File: config.mk
export PLATFORM = sky130hd
export DESIGN_NAME = spp_port
export DESIGN_NICKNAME = d
export VERILOG_FILES = /design/src/rtl/spp_pkg.sv /design/src/rtl/spp_port.sv
export SDC_FILE = /design/constraint.sdc
export NUM_CORES = 1
export LEC_CHECK = 0
export BUFFER_PORTS_ARGS = -buffer_cell sky130_fd_sc_hd__clkbuf_2
export CORE_MARGIN = 3
export CORE_UTILIZATION = 60
export CTS_BUF_LIST = sky130_fd_sc_hd__clkbuf_8
export DETAILED_ROUTE_END_ITERATION = 8
export PLACE_DENSITY_LB_ADDON = 0.12
export RECOVER_POWER = 50
export SETUP_SLACK_MARGIN = 0.05
export SLEW_MARGIN = 30
export SYNTH_ARGS = -nofsm -noshare
export SYNTH_HDL_FRONTEND = slang
export SYNTH_SLANG_ARGS = --single-unit
File: constraint.sdc
create_clock -name sys_clk -period 3.1 [get_ports sys_clk]
set_input_delay 0.93 -clock sys_clk [delete_from_list [all_inputs] [get_ports sys_clk]]
set_output_delay 0.93 -clock sys_clk [all_outputs]
set_load 0.005 [all_outputs]
File: src/rtl/spp_pkg.sv
// shared constants and types of the serial port pin and select logic
package spp_pkg;
	// ------------------------------------------------------------
	// sizes, counts and select codes
	// ------------------------------------------------------------
	localparam int SPP_BITS = 8;
	localparam int SPP_FIFO_DEPTH = 4;
	localparam int SPP_HALF_DEF = 4;
	localparam logic [1:0] SPP_SEL_3WIRE = 2'h0;
	localparam logic [1:0] SPP_SEL_4IN = 2'h1;
	localparam logic [2:0] SPP_CNT_RST = 3'h0;
	localparam logic [2:0] SPP_CNT_LAST = 3'h7;
	localparam logic [7:0] SPP_SHIFT_RST = 8'h00;

	// ------------------------------------------------------------
	// carriers
	// ------------------------------------------------------------
	typedef struct packed {
		logic port_enable_bit;
		logic master_enable_bit;
		logic [1:0] select_mode_field;
	} spp_cfg_t;

	typedef struct packed {
		logic mosi_out;
		logic mosi_oe_n;
		logic miso_out;
		logic miso_oe_n;
		logic sck_out;
		logic sck_oe_n;
		logic nss_out;
		logic nss_oe_n;
		logic nss_mapped;
	} spp_pins_t;

	typedef enum {SPP_IDLE, SPP_LOW, SPP_HIGH} spp_state_t;

	localparam spp_cfg_t SPP_CFG_RST = '{1'b0, 1'b0, 2'h1};
	localparam spp_pins_t SPP_PINS_RST = '{1'b0, 1'b1, 1'b0, 1'b1, 1'b0, 1'b1, 1'b1, 1'b1, 1'b1};
endpackage : spp_pkg

File: src/rtl/spp_port.sv
// serial port zero: transmit fifo, pin drive and select mode handling
`timescale 1ns/1ps

// ------------------------------------------------------------
// transmit fifo
// ------------------------------------------------------------
module spp_fifo #(
	parameter int WIDTH = 8,
	parameter int DEPTH = 4
) (
	// clock and reset
	input wire logic clk,
	input wire logic rst_n,
	// fill side
	input wire logic in_valid,
	input wire logic [WIDTH-1:0] in_data,
	output logic in_ready,
	// drain side
	output logic out_valid,
	output logic [WIDTH-1:0] out_data,
	input wire logic out_ready
);
	localparam int AW = (DEPTH > 1) ? $clog2(DEPTH) : 1;
	logic [WIDTH-1:0] mem_q [DEPTH];
	logic [AW-1:0] wr_q, wr_d, rd_q, rd_d;
	logic [AW:0] cnt_q, cnt_d;
	logic ready_q, ready_d;
	logic push, pop;

	always_comb begin
		push = in_valid && ready_q;
		pop = out_ready && (cnt_q != '0);
		wr_d = wr_q;
		rd_d = rd_q;
		if (push) begin
			wr_d = (wr_q == AW'(DEPTH - 1)) ? '0 : wr_q + 1'b1;
		end
		if (pop) begin
			rd_d = (rd_q == AW'(DEPTH - 1)) ? '0 : rd_q + 1'b1;
		end
		cnt_d = cnt_q + (AW+1)'(push) - (AW+1)'(pop);
		// full is registered so the fill side sees honest back-pressure
		ready_d = (cnt_d != (AW+1)'(DEPTH));
	end

	always_ff @(posedge clk or negedge rst_n) begin
		if (!rst_n) begin
			wr_q <= '0;
			rd_q <= '0;
			cnt_q <= '0;
			ready_q <= 1'b1;
		end else begin
			wr_q <= wr_d;
			rd_q <= rd_d;
			cnt_q <= cnt_d;
			ready_q <= ready_d;
		end
	end

	always_ff @(posedge clk) begin
		if (push) begin
			mem_q[wr_q] <= in_data;
		end
	end

	assign in_ready = ready_q;
	assign out_valid = (cnt_q != '0);
	assign out_data = mem_q[rd_q];
endmodule : spp_fifo

// ------------------------------------------------------------
// port core
// ------------------------------------------------------------
// How it works
// - master or slave, three or four wire, full duplex, multi-party bus.
// - master-to-slave line is output as master, input as slave.
// - master drives that line from shift register msb, msb first.
// - slave-to-master line is input as master, output as slave, msb first.
// - slave-to-master output floats when disabled or unselected four-wire slave.
// - three-wire slave always drives slave-to-master line from shift msb.
// - serial clock is driven only as master; slaves take it from outside.
// - four-wire slave ignores serial clock while select input is high.
// - select mode 00 is three-wire, pin unused, slave always selected.
// - select mode 01 is four-wire with select pin as input.
// - mode 01 master: select falling edge disables the master function.
// - select mode 1x drives select pin with the low mode bit.
// - select is routed to a pin except in three-wire operation.
// - select fault clears master and port enables and sets mode fault.
// - four-wire slave resets bit counter on select falling edge.
// - slave sets transfer complete and stores byte after eight bits.
module spp_port #(
	parameter int HALF_CYC = spp_pkg::SPP_HALF_DEF,
	parameter int FIFO_DEPTH = spp_pkg::SPP_FIFO_DEPTH
) (
	// clock and reset
	input wire logic sys_clk,
	input wire logic rst_n,
	// configuration
	input wire logic cfg_wr,
	input wire spp_pkg::spp_cfg_t cfg_in,
	output spp_pkg::spp_cfg_t cfg_out,
	input wire logic mode_fault_clr,
	output logic mode_fault_flag,
	input wire logic transfer_complete_clr,
	output logic transfer_complete_flag,
	// transmit stream
	input wire logic tx_valid,
	input wire logic [spp_pkg::SPP_BITS-1:0] tx_data,
	output logic tx_ready,
	// receive byte
	output logic rx_valid,
	output logic [spp_pkg::SPP_BITS-1:0] rx_data,
	// pins
	input wire logic mosi_in,
	input wire logic miso_in,
	input wire logic sck_in,
	input wire logic nss_in,
	output spp_pkg::spp_pins_t pins
);
	import spp_pkg::*;

	localparam logic [7:0] HALF_LAST = 8'(HALF_CYC - 1);

	// ------------------------------------------------------------
	// pin synchronisers
	// ------------------------------------------------------------
	logic sck_m_q, sck_s_q, sck_p_q;
	logic mosi_m_q, mosi_s_q, miso_m_q, miso_s_q;
	logic nss_m_q, nss_s_q, nss_p_q;

	always_ff @(posedge sys_clk or negedge rst_n) begin
		if (!rst_n) begin
			sck_m_q <= 1'b0;
			sck_s_q <= 1'b0;
			sck_p_q <= 1'b0;
			mosi_m_q <= 1'b0;
			mosi_s_q <= 1'b0;
			miso_m_q <= 1'b0;
			miso_s_q <= 1'b0;
			nss_m_q <= 1'b1;
			nss_s_q <= 1'b1;
			nss_p_q <= 1'b1;
		end else begin
			sck_m_q <= sck_in;
			sck_s_q <= sck_m_q;
			sck_p_q <= sck_s_q;
			mosi_m_q <= mosi_in;
			mosi_s_q <= mosi_m_q;
			miso_m_q <= miso_in;
			miso_s_q <= miso_m_q;
			nss_m_q <= nss_in;
			nss_s_q <= nss_m_q;
			nss_p_q <= nss_s_q;
		end
	end

	// ------------------------------------------------------------
	// transmit fifo
	// ------------------------------------------------------------
	logic f_valid, f_pop;
	logic [SPP_BITS-1:0] f_data;

	spp_fifo #(.WIDTH(SPP_BITS), .DEPTH(FIFO_DEPTH)) u_spp_fifo (
		.clk(sys_clk),
		.rst_n(rst_n),
		.in_valid(tx_valid),
		.in_data(tx_data),
		.in_ready(tx_ready),
		.out_valid(f_valid),
		.out_data(f_data),
		.out_ready(f_pop)
	);

	// ------------------------------------------------------------
	// core state
	// ------------------------------------------------------------
	spp_cfg_t cfg_q, cfg_d;
	spp_pins_t pins_q, pins_d;
	spp_state_t st_q, st_d;
	logic fault_q, fault_d, done_q, done_d, rxv_q, rxv_d;
	logic samp_q, samp_d, pend_q, pend_d, full_q, full_d;
	logic [7:0] sh_q, sh_d, rx_q, rx_d, div_q, div_d;
	logic [2:0] cnt_q, cnt_d;
	logic is_m, is_s, sel, sck_rise, sck_fall, nss_fall, four_in;

	always_comb begin
		is_m = cfg_q.port_enable_bit && cfg_q.master_enable_bit;
		is_s = cfg_q.port_enable_bit && !cfg_q.master_enable_bit;
		four_in = (cfg_q.select_mode_field == SPP_SEL_4IN);
		sel = (cfg_q.select_mode_field == SPP_SEL_3WIRE) || !nss_s_q;
		sck_rise = sck_s_q && !sck_p_q;
		sck_fall = !sck_s_q && sck_p_q;
		nss_fall = !nss_s_q && nss_p_q;
		cfg_d = cfg_q;
		st_d = st_q;
		fault_d = fault_q;
		done_d = done_q;
		rxv_d = 1'b0;
		samp_d = samp_q;
		pend_d = pend_q;
		full_d = full_q;
		sh_d = sh_q;
		rx_d = rx_q;
		div_d = div_q;
		cnt_d = cnt_q;
		f_pop = 1'b0;
		if (mode_fault_clr) begin
			fault_d = 1'b0;
		end
		if (transfer_complete_clr) begin
			done_d = 1'b0;
		end
		if (cfg_wr) begin
			cfg_d = cfg_in;
			if (!cfg_in.port_enable_bit) begin
				// disabling is the only way to realign a three-wire slave
				cnt_d = SPP_CNT_RST;
				pend_d = 1'b0;
				st_d = SPP_IDLE;
			end
		end
		if (is_m) begin
			if (four_in && nss_fall) begin
				cfg_d.port_enable_bit = 1'b0;
				cfg_d.master_enable_bit = 1'b0;
				fault_d = 1'b1;
				st_d = SPP_IDLE;
			end else begin
				case (st_q)
					SPP_IDLE: begin
						if (f_valid) begin
							sh_d = f_data;
							f_pop = 1'b1;
							cnt_d = SPP_CNT_RST;
							div_d = 8'h00;
							st_d = SPP_LOW;
						end
					end
					SPP_LOW: begin
						div_d = div_q + 8'h01;
						if (div_q == HALF_LAST) begin
							div_d = 8'h00;
							st_d = SPP_HIGH;
						end
					end
					SPP_HIGH: begin
						div_d = div_q + 8'h01;
						if (div_q == HALF_LAST) begin
							div_d = 8'h00;
							if (cnt_q == SPP_CNT_LAST) begin
								// sample at the end of the high half: the synchroniser lag
								// would otherwise read the bit before the peer shifted it
								rx_d = {sh_q[6:0], miso_s_q};
								rxv_d = 1'b1;
								done_d = 1'b1;
								cnt_d = SPP_CNT_RST;
								st_d = SPP_IDLE;
							end else begin
								sh_d = {sh_q[6:0], miso_s_q};
								cnt_d = cnt_q + 3'h1;
								st_d = SPP_LOW;
							end
						end
					end
					default: st_d = SPP_IDLE;
				endcase
			end
		end else if (is_s) begin
			if (!full_q && f_valid && cnt_q == SPP_CNT_RST && !pend_q) begin
				sh_d = f_data;
				f_pop = 1'b1;
				full_d = 1'b1;
			end
			if (four_in && nss_fall) begin
				cnt_d = SPP_CNT_RST;
				pend_d = 1'b0;
			end else if (sel && sck_rise) begin
				if (cnt_q == SPP_CNT_LAST) begin
					rx_d = {sh_q[6:0], mosi_s_q};
					rxv_d = 1'b1;
					done_d = 1'b1;
					cnt_d = SPP_CNT_RST;
					pend_d = 1'b0;
					f_pop = f_valid;
					full_d = f_valid;
					sh_d = f_valid ? f_data : sh_q;
				end else begin
					samp_d = mosi_s_q;
					cnt_d = cnt_q + 3'h1;
					pend_d = 1'b1;
				end
			end else if (sel && sck_fall && pend_q) begin
				sh_d = {sh_q[6:0], samp_q};
				pend_d = 1'b0;
			end
		end
		if (!is_m) st_d = SPP_IDLE;
		pins_d.mosi_out = sh_q[7];
		pins_d.mosi_oe_n = !is_m;
		pins_d.miso_out = sh_q[7];
		pins_d.miso_oe_n = !(is_s && sel);
		pins_d.sck_out = (st_q == SPP_HIGH);
		pins_d.sck_oe_n = !is_m;
		pins_d.nss_out = cfg_q.select_mode_field[0];
		pins_d.nss_oe_n = !cfg_q.select_mode_field[1];
		pins_d.nss_mapped = (cfg_q.select_mode_field != SPP_SEL_3WIRE);
	end

	always_ff @(posedge sys_clk or negedge rst_n) begin
		if (!rst_n) begin
			cfg_q <= SPP_CFG_RST;
			pins_q <= SPP_PINS_RST;
			st_q <= SPP_IDLE;
			fault_q <= 1'b0;
			done_q <= 1'b0;
			rxv_q <= 1'b0;
			samp_q <= 1'b0;
			pend_q <= 1'b0;
			full_q <= 1'b0;
			sh_q <= SPP_SHIFT_RST;
			rx_q <= SPP_SHIFT_RST;
			div_q <= 8'h00;
			cnt_q <= SPP_CNT_RST;
		end else begin
			cfg_q <= cfg_d;
			pins_q <= pins_d;
			st_q <= st_d;
			fault_q <= fault_d;
			done_q <= done_d;
			rxv_q <= rxv_d;
			samp_q <= samp_d;
			pend_q <= pend_d;
			full_q <= full_d;
			sh_q <= sh_d;
			rx_q <= rx_d;
			div_q <= div_d;
			cnt_q <= cnt_d;
		end
	end

	assign cfg_out = cfg_q;
	assign mode_fault_flag = fault_q;
	assign transfer_complete_flag = done_q;
	assign rx_valid = rxv_q;
	assign rx_data = rx_q;
	assign pins = pins_q;
endmodule : spp_port

==> reports/results.txt, run 1 <==
Aggregate global routing overflow: 0
Initial DRC count: 158
Max-cap viol count: 1
Post-synthesis register bit count: 126
Slew @ Worst Pin: 1.84 ns
Crit end category: flop
Vias: 3619
Failing checks: max-capacitance violations, max-slew violations
Clock root buffer: clkbuf_8
Biggest cell delay along the critical path: 0.60 ns
EDFF count, synth: 32
Register clock-pin slew on the reported worst setup and hold paths: 0.09 ns
Clock period minus worst slack: 2.80 ns
Num CTS Buffers: 17
RSZ-0062 raised after global routing: no
Drt pass-1 iters: 5
DRC: 0
F_max: 0.357 GHz
Die height: 101 um
Initial core utilization: 62.1%
Final nets: 549
Placer Congestion: 0.916
Setup-failing EPs final: 0
Asr flop ratio synth: 74.6%
Count leader, synth: dfrtp_1
Detail Route Antenna Nets: 0
Met3 Use GR: 6.47%
GRT Max-Usage Layer: met2
First-pass GRT wire length: 17400 um
Die area: 0.0103 sq mm
H-tree depth: 4
Initial antenna violation count: 0
Yosys top cell area share: 38.4%
DP HPWL: 7260 um
Family with the most delay on the worst path: adder cells
Top cells by count, synth: dfrtp_1, nand2_1, edfxtp_1
Post-Synthesis Cells: 428
Slew Limit Fails: 34
Synth-to-layout area growth: 15.8%
CTS Sinks: 126
Max VDD drop: 0.582 mV
Seq/Total Area, Yosys: 60.8%
Final period util: 90.4%
Final wirelength: 10200 um
Num rows: 34
Critical path type: reg2reg
Slowest cell on crit path: dfstp_2
Synth cell types: 59
Synth area leader: dfrtp_1
Port Buffer Count: 46
CP startpoint kind: flop
Synth warn: 0
I/O pin count: 47
Vias in the first global route: 3626
Clock tree buffer depth: 2
Mean post-synth cell area: 12.8 sq um
Pwr Total: 4620 uW
Clock skew: 0.0164 ns
Detail-routed net length per standard cell: 16.1 um
Largest net degree at the start of global routing: 62
Ys flop type: dfrtp_1
CP required: 3.46 ns
Insertion delay to the later sink of the worst-skew pair: 0.43 ns
Worst Path Arrival: 3.17 ns
Leak: 0.00281 uW
Inst Count DP: 603
CP Max Fanout: 7
Global-route usage over all layers: 22.1%
CTS tree: done
Share of layout cells above drive strength 1: 23.3%
CP Buf/Inv Count: 1
PD cells: 729 mW/mm^2
Outcome: finished with violations
Slew HR: -23.0%
Mapped cell area: 0.00547 sq mm
Main area contributors after synthesis: dfrtp_1, edfxtp_1, dfstp_2
Finished Layout Cells: 636
Final hold violation count: 0
Worst Hold Class: reg2reg
Crit path cell chain: o21a_1 -> nor3b_1 -> nand4_1 -> a21oi_1 -> a31o_2 -> ha_1 -> inv_1 -> ha_1 -> fa_1 -> xnor2_1 -> xnor2_1 -> nand2_1
Die Width: 101 um
# diodes: 0
Core ar.: 0.00881 sq mm
Post-Route Setup TNS: 0 ns
Vias per cell: 5.69
Met1 usage: 30.1%
Met2 usage: 34.8%
power by group:
group	leakage [uW]	switching, uW	internal, uW
Combinational	0.00118	539	500
Sequential	0.00143	256	1960
Clock	0.000199	703	663
Total	0.00281	1500	3120
logic make-up (layout without fill, tap and decap cells):
kind of cell / count (synthesis) / in the layout / share of synthesized area (%)
buf+inv: 41 / 112 / 3.11
simple gates: 124 / 124 / 12.5
mux: 30 / 30 / 8.07
flops: 126 / 126 / 60.8
fa+ha+maj: 12 / 12 / 2.88
compound gates: 88 / 88 / 11.6
xor+xnor: 6 / 6 / 0.960
other cells: 1 / 30 / 0.0685
path summary, 6_finish.rpt:
kind                             from             endpoint  slack, ns  cells after the start
hold reg to reg              mosi_m_q             mosi_s_q       0.35                      0
min in group asynchronous       rst_n             div_q[5]       1.00                      1
hold / removal               mosi_m_q             mosi_s_q       0.35                      0
setup / recovery           cfg_out[0]  u_spp_fifo.in_ready       0.30                     12
max in group asynchronous       rst_n           cfg_out[0]       0.97                      2
setup reg to reg           cfg_out[0]  u_spp_fifo.in_ready       0.30                     12
sequential cells by signal, summed over array words and instances (netlist names), 2 cells and up:
signal / flops
div_q: 8
sh_q: 8
cfg_out: 4
cnt_q: 3
st_q: 32
pins: 7
u_spp_fifo.rd_q: 2
u_spp_fifo.cnt_q: 3
u_spp_fifo.wr_q: 2
rx_data: 8
u_spp_fifo.mem_q: 32
area by class of cell:
type | instances | area [sq um]
Sequential cell | 126 | 3330
Fill cell | 631 | 2470
Multi-Input combinational cell | 290 | 2080
Timing Repair Buffer | 59 | 328
Clock buffer | 17 | 234
Clock inverter | 15 | 151
Tap cell | 108 | 135
Inverter | 21 | 78.8
routing by layer:
metal  up-vias  wire length [um]
met5         -                 0
met4         0                99
met3        10               468
met2        97              5020
met1      1780              4660
li1       1732                 -
stage by stage:
step | setup WS (ns) | hold slack (ns) | util, % | area, sq um
global route | 0.0505 | 0.370 | 72.0 | 6340
detailed placement | 0.275 | 0.336 | 67.7 | 5960
CTS | 0.274 | 0.357 | 72.1 | 6340
global placement | 0.397 | 0.333 | 67.7 | 5960
floorplan | 0.351 | 0.331 | - | 5580
finish | 0.296 | 0.350 | 72.0 | 6340
worst register-to-register path, cell delays in order, from the launching register on:
cell     delay, ns
dfstp_2       0.60
o21a_1        0.23
nor3b_1       0.09
nand4_1       0.11
a21oi_1       0.10
a31o_2        0.28
ha_1          0.28
inv_1         0.04
ha_1          0.20
fa_1          0.41
xnor2_1       0.18
xnor2_1       0.16
nand2_1       0.07
cell usage in the layout (no fill, tap or decap), types with 9 or more instances in the layout:
cell and count:
dfrtp_1 84, nand2_1 36, clkbuf_2 36, edfxtp_1 32, conb_1 30, a21oi_1 24
inv_1 21, nor2_1 17, clkbuf_8 17, nand3_1 14, buf_4 12, o21ai_0 11
ha_1 11, mux2i_1 10, clkbuf_1 10, dfstp_2 9
repair_timing:
| item | CTS | global route |
|---|---|---|
| resized for setup | 0 | 0 |
| setup buffers | 0 | 1 |
| hold buffers | 0 | 0 |
| setup endpoints to repair | 0 | 1 |
No activity file was read; power rests on OpenSTA's default activity.
==> run 2, diff against run 1 <==
--- a/config.mk
+++ b/config.mk
@@ -5,11 +5,13 @@
 export SDC_FILE = /design/constraint.sdc
 export NUM_CORES = 1
 export LEC_CHECK = 0
+export ABC_AREA = 1
 export BUFFER_PORTS_ARGS = -buffer_cell sky130_fd_sc_hd__clkbuf_2
 export CORE_MARGIN = 3
 export CORE_UTILIZATION = 60
 export CTS_BUF_LIST = sky130_fd_sc_hd__clkbuf_8
 export DETAILED_ROUTE_END_ITERATION = 8
+export GPL_ROUTABILITY_DRIVEN = 0
 export PLACE_DENSITY_LB_ADDON = 0.12
 export RECOVER_POWER = 50
 export SETUP_SLACK_MARGIN = 0.05
==> reports/results.txt, run 2 <==
R2r endpoint: u_spp_fifo.in_ready
Mean post-synth cell area: 8.48 sq um
First-pass GRT wire length: 20600 um
Clock tree buffer depth: 2
# diodes: 0
Vias in the first global route: 4649
Max VDD drop: 0.821 mV
Crit path cell chain: inv_1 -> nand2_1 -> nand2_2 -> nand2_4 -> nor2_1 -> a31oi_1 -> nand2_1 -> ha_1 -> inv_1 -> ha_1 -> fa_1 -> xnor2_1 -> xor2_1 -> nand2_1
Port Buffer Count: 46
Global-route usage over all layers: 23.1%
Largest net degree at the start of global routing: 95
Final period util: 91.7%
Num rows: 35
Top cells by count, synth: nand2_1, dfrtp_1, inv_1
DP HPWL: 8620 um
CP startpoint kind: flop
Core ar.: 0.00950 sq mm
Num CTS Buffers: 17
Final hold violation count: 0
RSZ-0062 raised after global routing: no
Die height: 106 um
I/O pin count: 47
PD cells: 686 mW/mm^2
Crit end category: flop
Hold Crit Depth: 0
H-tree depth: 4
Slew @ Worst Pin: 2.18 ns
Aggregate global routing overflow: 0
Die Width: 106 um
Yosys top cell area share: 34.8%
Failing checks: max-capacitance violations, max-slew violations
DRC: 0
Family with the most delay on the worst path: adder cells
Drt pass-1 iters: 5
Setup ws final: 0.258 ns
Setup-failing EPs final: 0
Asr flop ratio synth: 74.6%
Biggest cell delay along the critical path: 0.56 ns
Critical path type: reg2reg
Clock period minus worst slack: 2.84 ns
Worst reg2reg startpoint: cfg_out[0]
Final wirelength: 12000 um
F_max: 0.352 GHz
Outcome: finished with violations
Synth area leader: dfrtp_1
Die area: 0.0113 sq mm
Synth warn: 0
Slowest cell on crit path: dfstp_2
Initial DRC count: 291
Post-CTS Hold Buffers: 0
Worst Hold End: mosi_s_q
Vias per cell: 5.05
Post-Synthesis Cells: 712
Detail-routed net length per standard cell: 12.8 um
Final core utilization: 72.2%
Hold Crit Start: mosi_m_q
CP Buf/Inv Count: 2
CP Max Fanout: 6
R2R cell count: 14
Synth cell types: 43
Commonest cells after routing, fill and taps aside: nand2_1, dfrtp_1, inv_1
Critical Path Most Common Cell: nand2_1
Vias: 4746
Post-synthesis register bit count: 126
Seq/Total Area, Yosys: 55.1%
Clock skew: 0.0125 ns
Final nets: 831
Max-cap viol count: 1
Ys flop type: dfrtp_1
CP required: 3.45 ns
Main area contributors after synthesis: dfrtp_1, edfxtp_1, nand2_1
Register clock-pin slew on the reported worst setup and hold paths: 0.08 ns
Leak: 0.00345 uW
Detail Route Antenna Nets: 0
Cts repair resizes: 0
R2r setup slk: 0.26 ns
Setup Fix Bufs, Post-CTS: 0
Biggest registers after layout: st_q x32, u_spp_fifo.mem_q x32
Slew HR: -45.5%
CTS tree: done
Insertion delay to the later sink of the worst-skew pair: 0.43 ns
Worst Path Arrival: 3.19 ns
Share of layout cells above drive strength 1: 14.4%
Synth-to-layout area growth: 13.7%
Post-Route Setup TNS: 0 ns
Leading cell type in the layout, fill and taps excluded: nand2_1
WHS: 0.353 ns
Initial antenna violation count: 0
Post-placement worst setup slack: 0.298 ns
Clock root buffer: clkbuf_8
Mapped cell area: 0.00604 sq mm
Slew Limit Fails: 95
EDFF count, synth: 32
Layout filler cell count: 766
Initial core utilization: 63.6%
CTS Sinks: 126
Count leader, synth: nand2_1
Worst Hold Class: reg2reg
==> run 2: cell types whose count changed in the layout (fill, tap and decap cells not counted), sizes merged, moves of 8 or more <==
cell | previous run | this run
nor4 | 9 | 0
nor2 | 17 | 72
a41oi | 8 | 0
nand2 | 37 | 262
and3 | 8 | 0
inv | 30 | 95
mux4 | 8 | 0
mux2 | 12 | 1
o21ai | 12 | 38
mux2i | 10 | 0
a21oi | 24 | 4
nand3 | 14 | 54
==> run 2: how the worst max path moves through the flow <==
stage	start	to	slack, ns	cells after the start
after CTS	cfg_out[0]	u_spp_fifo.in_ready	0.28	14
after floorplan	cfg_out[0]	u_spp_fifo.in_ready	0.43	12
after global placement	cfg_out[0]	u_spp_fifo.in_ready	0.47	14
final	cfg_out[0]	u_spp_fifo.in_ready	0.26	14
after detailed placement	cfg_out[0]	u_spp_fifo.in_ready	0.30	14
after global routing	cfg_out[0]	u_spp_fifo.in_ready	0.05	14
==> run 2: final cells by class <==
cell class,instances,area [sq um],area share (%)
Timing Repair Buffer,54,274,3.99
Multi-Input combinational cell,506,2370,34.6
Clock inverter,15,150,2.19
Inverter,92,345,5.03
Sequential cell,126,3330,48.4
Tap cell,129,161,2.35
Clock buffer,17,234,3.41
==> run 2: where the power goes <==
part | leakage (uW) | internal (uW) | switching (uW)
Combinational | 0.00181 | 429 | 793
Clock | 0.000195 | 711 | 637
Sequential | 0.00145 | 1950 | 193
==> run 2: kinds of logic (layout without fill, tap and decap cells) <==
kind of cell / after synthesis / count (layout) / share of synthesized area [%]
XOR/XNOR: 7 / 7 / 1.02
adder cells (fa/ha/maj): 12 / 12 / 2.61
AND/OR/NAND/NOR: 404 / 404 / 28.3
flip-flops: 126 / 126 / 55.1
other: 1 / 30 / 0.0621
buffers and inverters: 109 / 178 / 7.42
AO/OA/AOI/OAI: 52 / 52 / 5.30
multiplexers: 1 / 1 / 0.186
==> run 2: worst register-to-register path, stage by stage (launching register included) <==
cell and delay, ns:
dfstp_2 0.56, inv_1 0.06, nand2_1 0.10, nand2_2 0.09, nand2_4 0.11, nor2_1 0.09, a31oi_1 0.18, nand2_1 0.15
ha_1 0.30, inv_1 0.04, ha_1 0.18, fa_1 0.40, xnor2_1 0.19, xor2_1 0.22, nand2_1 0.08
==> run 2: per-layer routing <==
| layer | track usage [%] | vias to the layer above | wire, um |
|---|---|---|---|
| met5 | 0 | - | 0 |
| met4 | 10.5 | 0 | 294 |
| met3 | 6.38 | 30 | 867 |
| met2 | 37.8 | 186 | 5830 |
| met1 | 28.5 | 2151 | 5010 |
| li1 | - | 2379 | - |
==> run 2: metrics by stage <==
| step | std cells | cell area [sq um] | power [uW] |
|---|---|---|---|
| global placement | 907 | 6510 | 3320 |
| finish | 939 | 6870 | 4710 |
| CTS | 939 | 6900 | 4740 |
| floorplan | 741 | 6150 | 3050 |
| global route | 939 | 6870 | 5050 |
| detailed placement | 907 | 6510 | 3380 |
==> run 3, diff against run 2 <==
--- a/config.mk
+++ b/config.mk
@@ -12,7 +12,7 @@
 export CTS_BUF_LIST = sky130_fd_sc_hd__clkbuf_8
 export DETAILED_ROUTE_END_ITERATION = 8
 export GPL_ROUTABILITY_DRIVEN = 0
-export PLACE_DENSITY_LB_ADDON = 0.12
+export PLACE_DENSITY = 0.8
 export RECOVER_POWER = 50
 export SETUP_SLACK_MARGIN = 0.05
 export SLEW_MARGIN = 30
==> reports/results.txt, run 3 (synthesized netlist as in run 2, its figures left out) <==
Outcome: finished with violations
Failing checks: max-capacitance violations, max-slew violations
Port Buffer Count: 46
Die Width: 106 um
Biggest cell delay along the critical path: 0.56 ns
H-tree depth: 4
CP startpoint kind: flop
CP Max Fanout: 6
CTS tree: done
Critical path type: reg2reg
Global-route usage over all layers: 22.9%
Final period util: 91.3%
R2R cell count: 14
Worst Hold Class: reg2reg
Vias: 4741
Slew HR: -49.1%
Vias in the first global route: 4570
WHS: 0.351 ns
DP HPWL: 8610 um
R2r endpoint: u_spp_fifo.in_ready
Cell-internal power: 3260 uW
PD cells: 703 mW/mm^2
Placed Area: 0.00651 sq mm
Slew Limit Fails: 43
Post-placement worst setup slack: 0.265 ns
Initial core utilization: 63.6%
Layout filler cell count: 726
Die height: 106 um
Portion of total power attributed to the clock network: 31.0%
Pwr Total: 4880 uW
Reg power frac: 44.0%
Final wirelength: 12000 um
Switching Fraction: 33.3%
Slew @ Worst Pin: 2.24 ns
Final hold violation count: 0
Final nets: 833
Setup ws final: 0.269 ns
Initial DRC count: 358
Num rows: 35
Comb pwr share: 24.9%
CP required: 3.46 ns
Sw Pwr: 1620 uW
F_max: 0.353 GHz
Share of layout cells above drive strength 1: 14.5%
Detail Route Antenna Nets: 0
Crit end category: flop
Core ar.: 0.00950 sq mm
Commonest cells after routing, fill and taps aside: nand2_1, dfrtp_1, inv_1
Die area: 0.0113 sq mm
Insertion delay to the later sink of the worst-skew pair: 0.44 ns
Clock skew: 0.00964 ns
Max-cap viol count: 1
Register clock-pin slew on the reported worst setup and hold paths: 0.07 ns
Largest net degree at the start of global routing: 53
Synth-to-layout area growth: 14.9%
Num CTS Buffers: 17
Clock tree buffer depth: 2
Detail-routed net length per standard cell: 12.7 um
DRC: 0
Post-Route Setup TNS: 0 ns
Vias per cell: 5.04
First-pass GRT wire length: 20500 um
Worst Path Arrival: 3.19 ns
Initial antenna violation count: 0
CTS Sinks: 126
# diodes: 0
Max VDD drop: 0.677 mV
Finished Cell Area: 0.00694 sq mm
Clock period minus worst slack: 2.83 ns
Aggregate global routing overflow: 0
Slowest cell on crit path: dfstp_1
Drt pass-1 iters: 5
Leading cell type in the layout, fill and taps excluded: nand2_1
Worst Setup EP: u_spp_fifo.in_ready
Clock root buffer: clkbuf_8
Leak: 0.00349 uW
Crit path cell chain: inv_1 -> nand2_1 -> nand2_2 -> nand2_4 -> nor2_1 -> a31oi_1 -> nand2_1 -> ha_1 -> inv_1 -> ha_1 -> fa_1 -> xnor2_1 -> xor2_1 -> nand2_1
Critical Path Most Common Cell: nand2_1
RSZ-0062 raised after global routing: no
Biggest registers after layout: st_q x32, u_spp_fifo.mem_q x32
Crit. Startpoint: cfg_out[0]
R2r setup slk: 0.27 ns
I/O pin count: 47
Setup-failing EPs final: 0
Worst reg2reg startpoint: cfg_out[0]
-- run 3: cell types whose count changed in the layout (fill, tap and decap cells not counted), moves of 2 or more --
cell | previous run | this run
clkinvlp_4 | 3 | 1
buf_4 | 6 | 8
inv_6 | 1 | 3
bufinv_16 | 2 | 4
clkinv_4 | 4 | 2
-- run 3: final cells by class --
type | instances | area, sq um | area share [%]
Sequential cell | 126 | 3330 | 47.9
Multi-Input combinational cell | 506 | 2370 | 34.2
Inverter | 92 | 345 | 4.98
Timing Repair Buffer | 56 | 302 | 4.35
Clock buffer | 17 | 234 | 3.37
Clock inverter | 15 | 194 | 2.80
Tap cell | 129 | 161 | 2.33
-- run 3: per-layer routing --
metal / GRT usage [%] / up-vias / wire (um)
met3: 5.40 / 30 / 732
met1: 29.6 / 2164 / 5120
li1: - / 2390 / -
met5: 0 / - / 0
met2: 37.6 / 157 / 5870
met4: 8.79 / 0 / 247
-- run 3: worst min-delay path by stage --
stage,cells past startpoint,slack (ns),start,to
final,0,0.35,miso_m_q,miso_s_q
after global routing,0,0.36,miso_m_q,miso_s_q
after CTS,0,0.35,miso_m_q,miso_s_q
after detailed placement,0,0.33,miso_m_q,miso_s_q
after global placement,0,0.33,mosi_m_q,mosi_s_q
after floorplan,0,0.33,miso_m_q,miso_s_q
-- run 3: per-stage QoR --
stage,cells,utilization (%)
6_report,941,73.0
3_3_place_gp,907,68.5
5_1_grt,941,73.0
4_1_cts,939,73.0
3_5_place_dp,907,68.5
2_1_floorplan,741,-
-- run 3: power by group through the flow --
stage	logic [uW]	clock network, uW	registers, uW
finish	1220	1510	2150
detailed placement	1200	0	2170
CTS	1210	1540	2140
floorplan	967	0	2080
global route	1410	1620	2180
global placement	1150	0	2160
-- run 3: what timing repair did --
action	CTS	global route
resized for setup	0	0
setup endpoints to repair	0	1
endpoints found under the hold margin	0	0
buffers inserted	0	2
hold buffers	0	0
-- run 3: worst max-delay path, delay by kind of cell (launching register included) --
kind,cells,cell delay [ns]
AOI/OAI and AO/OA,1,0.19
xor gates and xnor gates,2,0.43
adders and majority gates,3,0.89
buffers and inverters,2,0.11
DFF,1,0.56
and+or+nand+nor,6,0.58
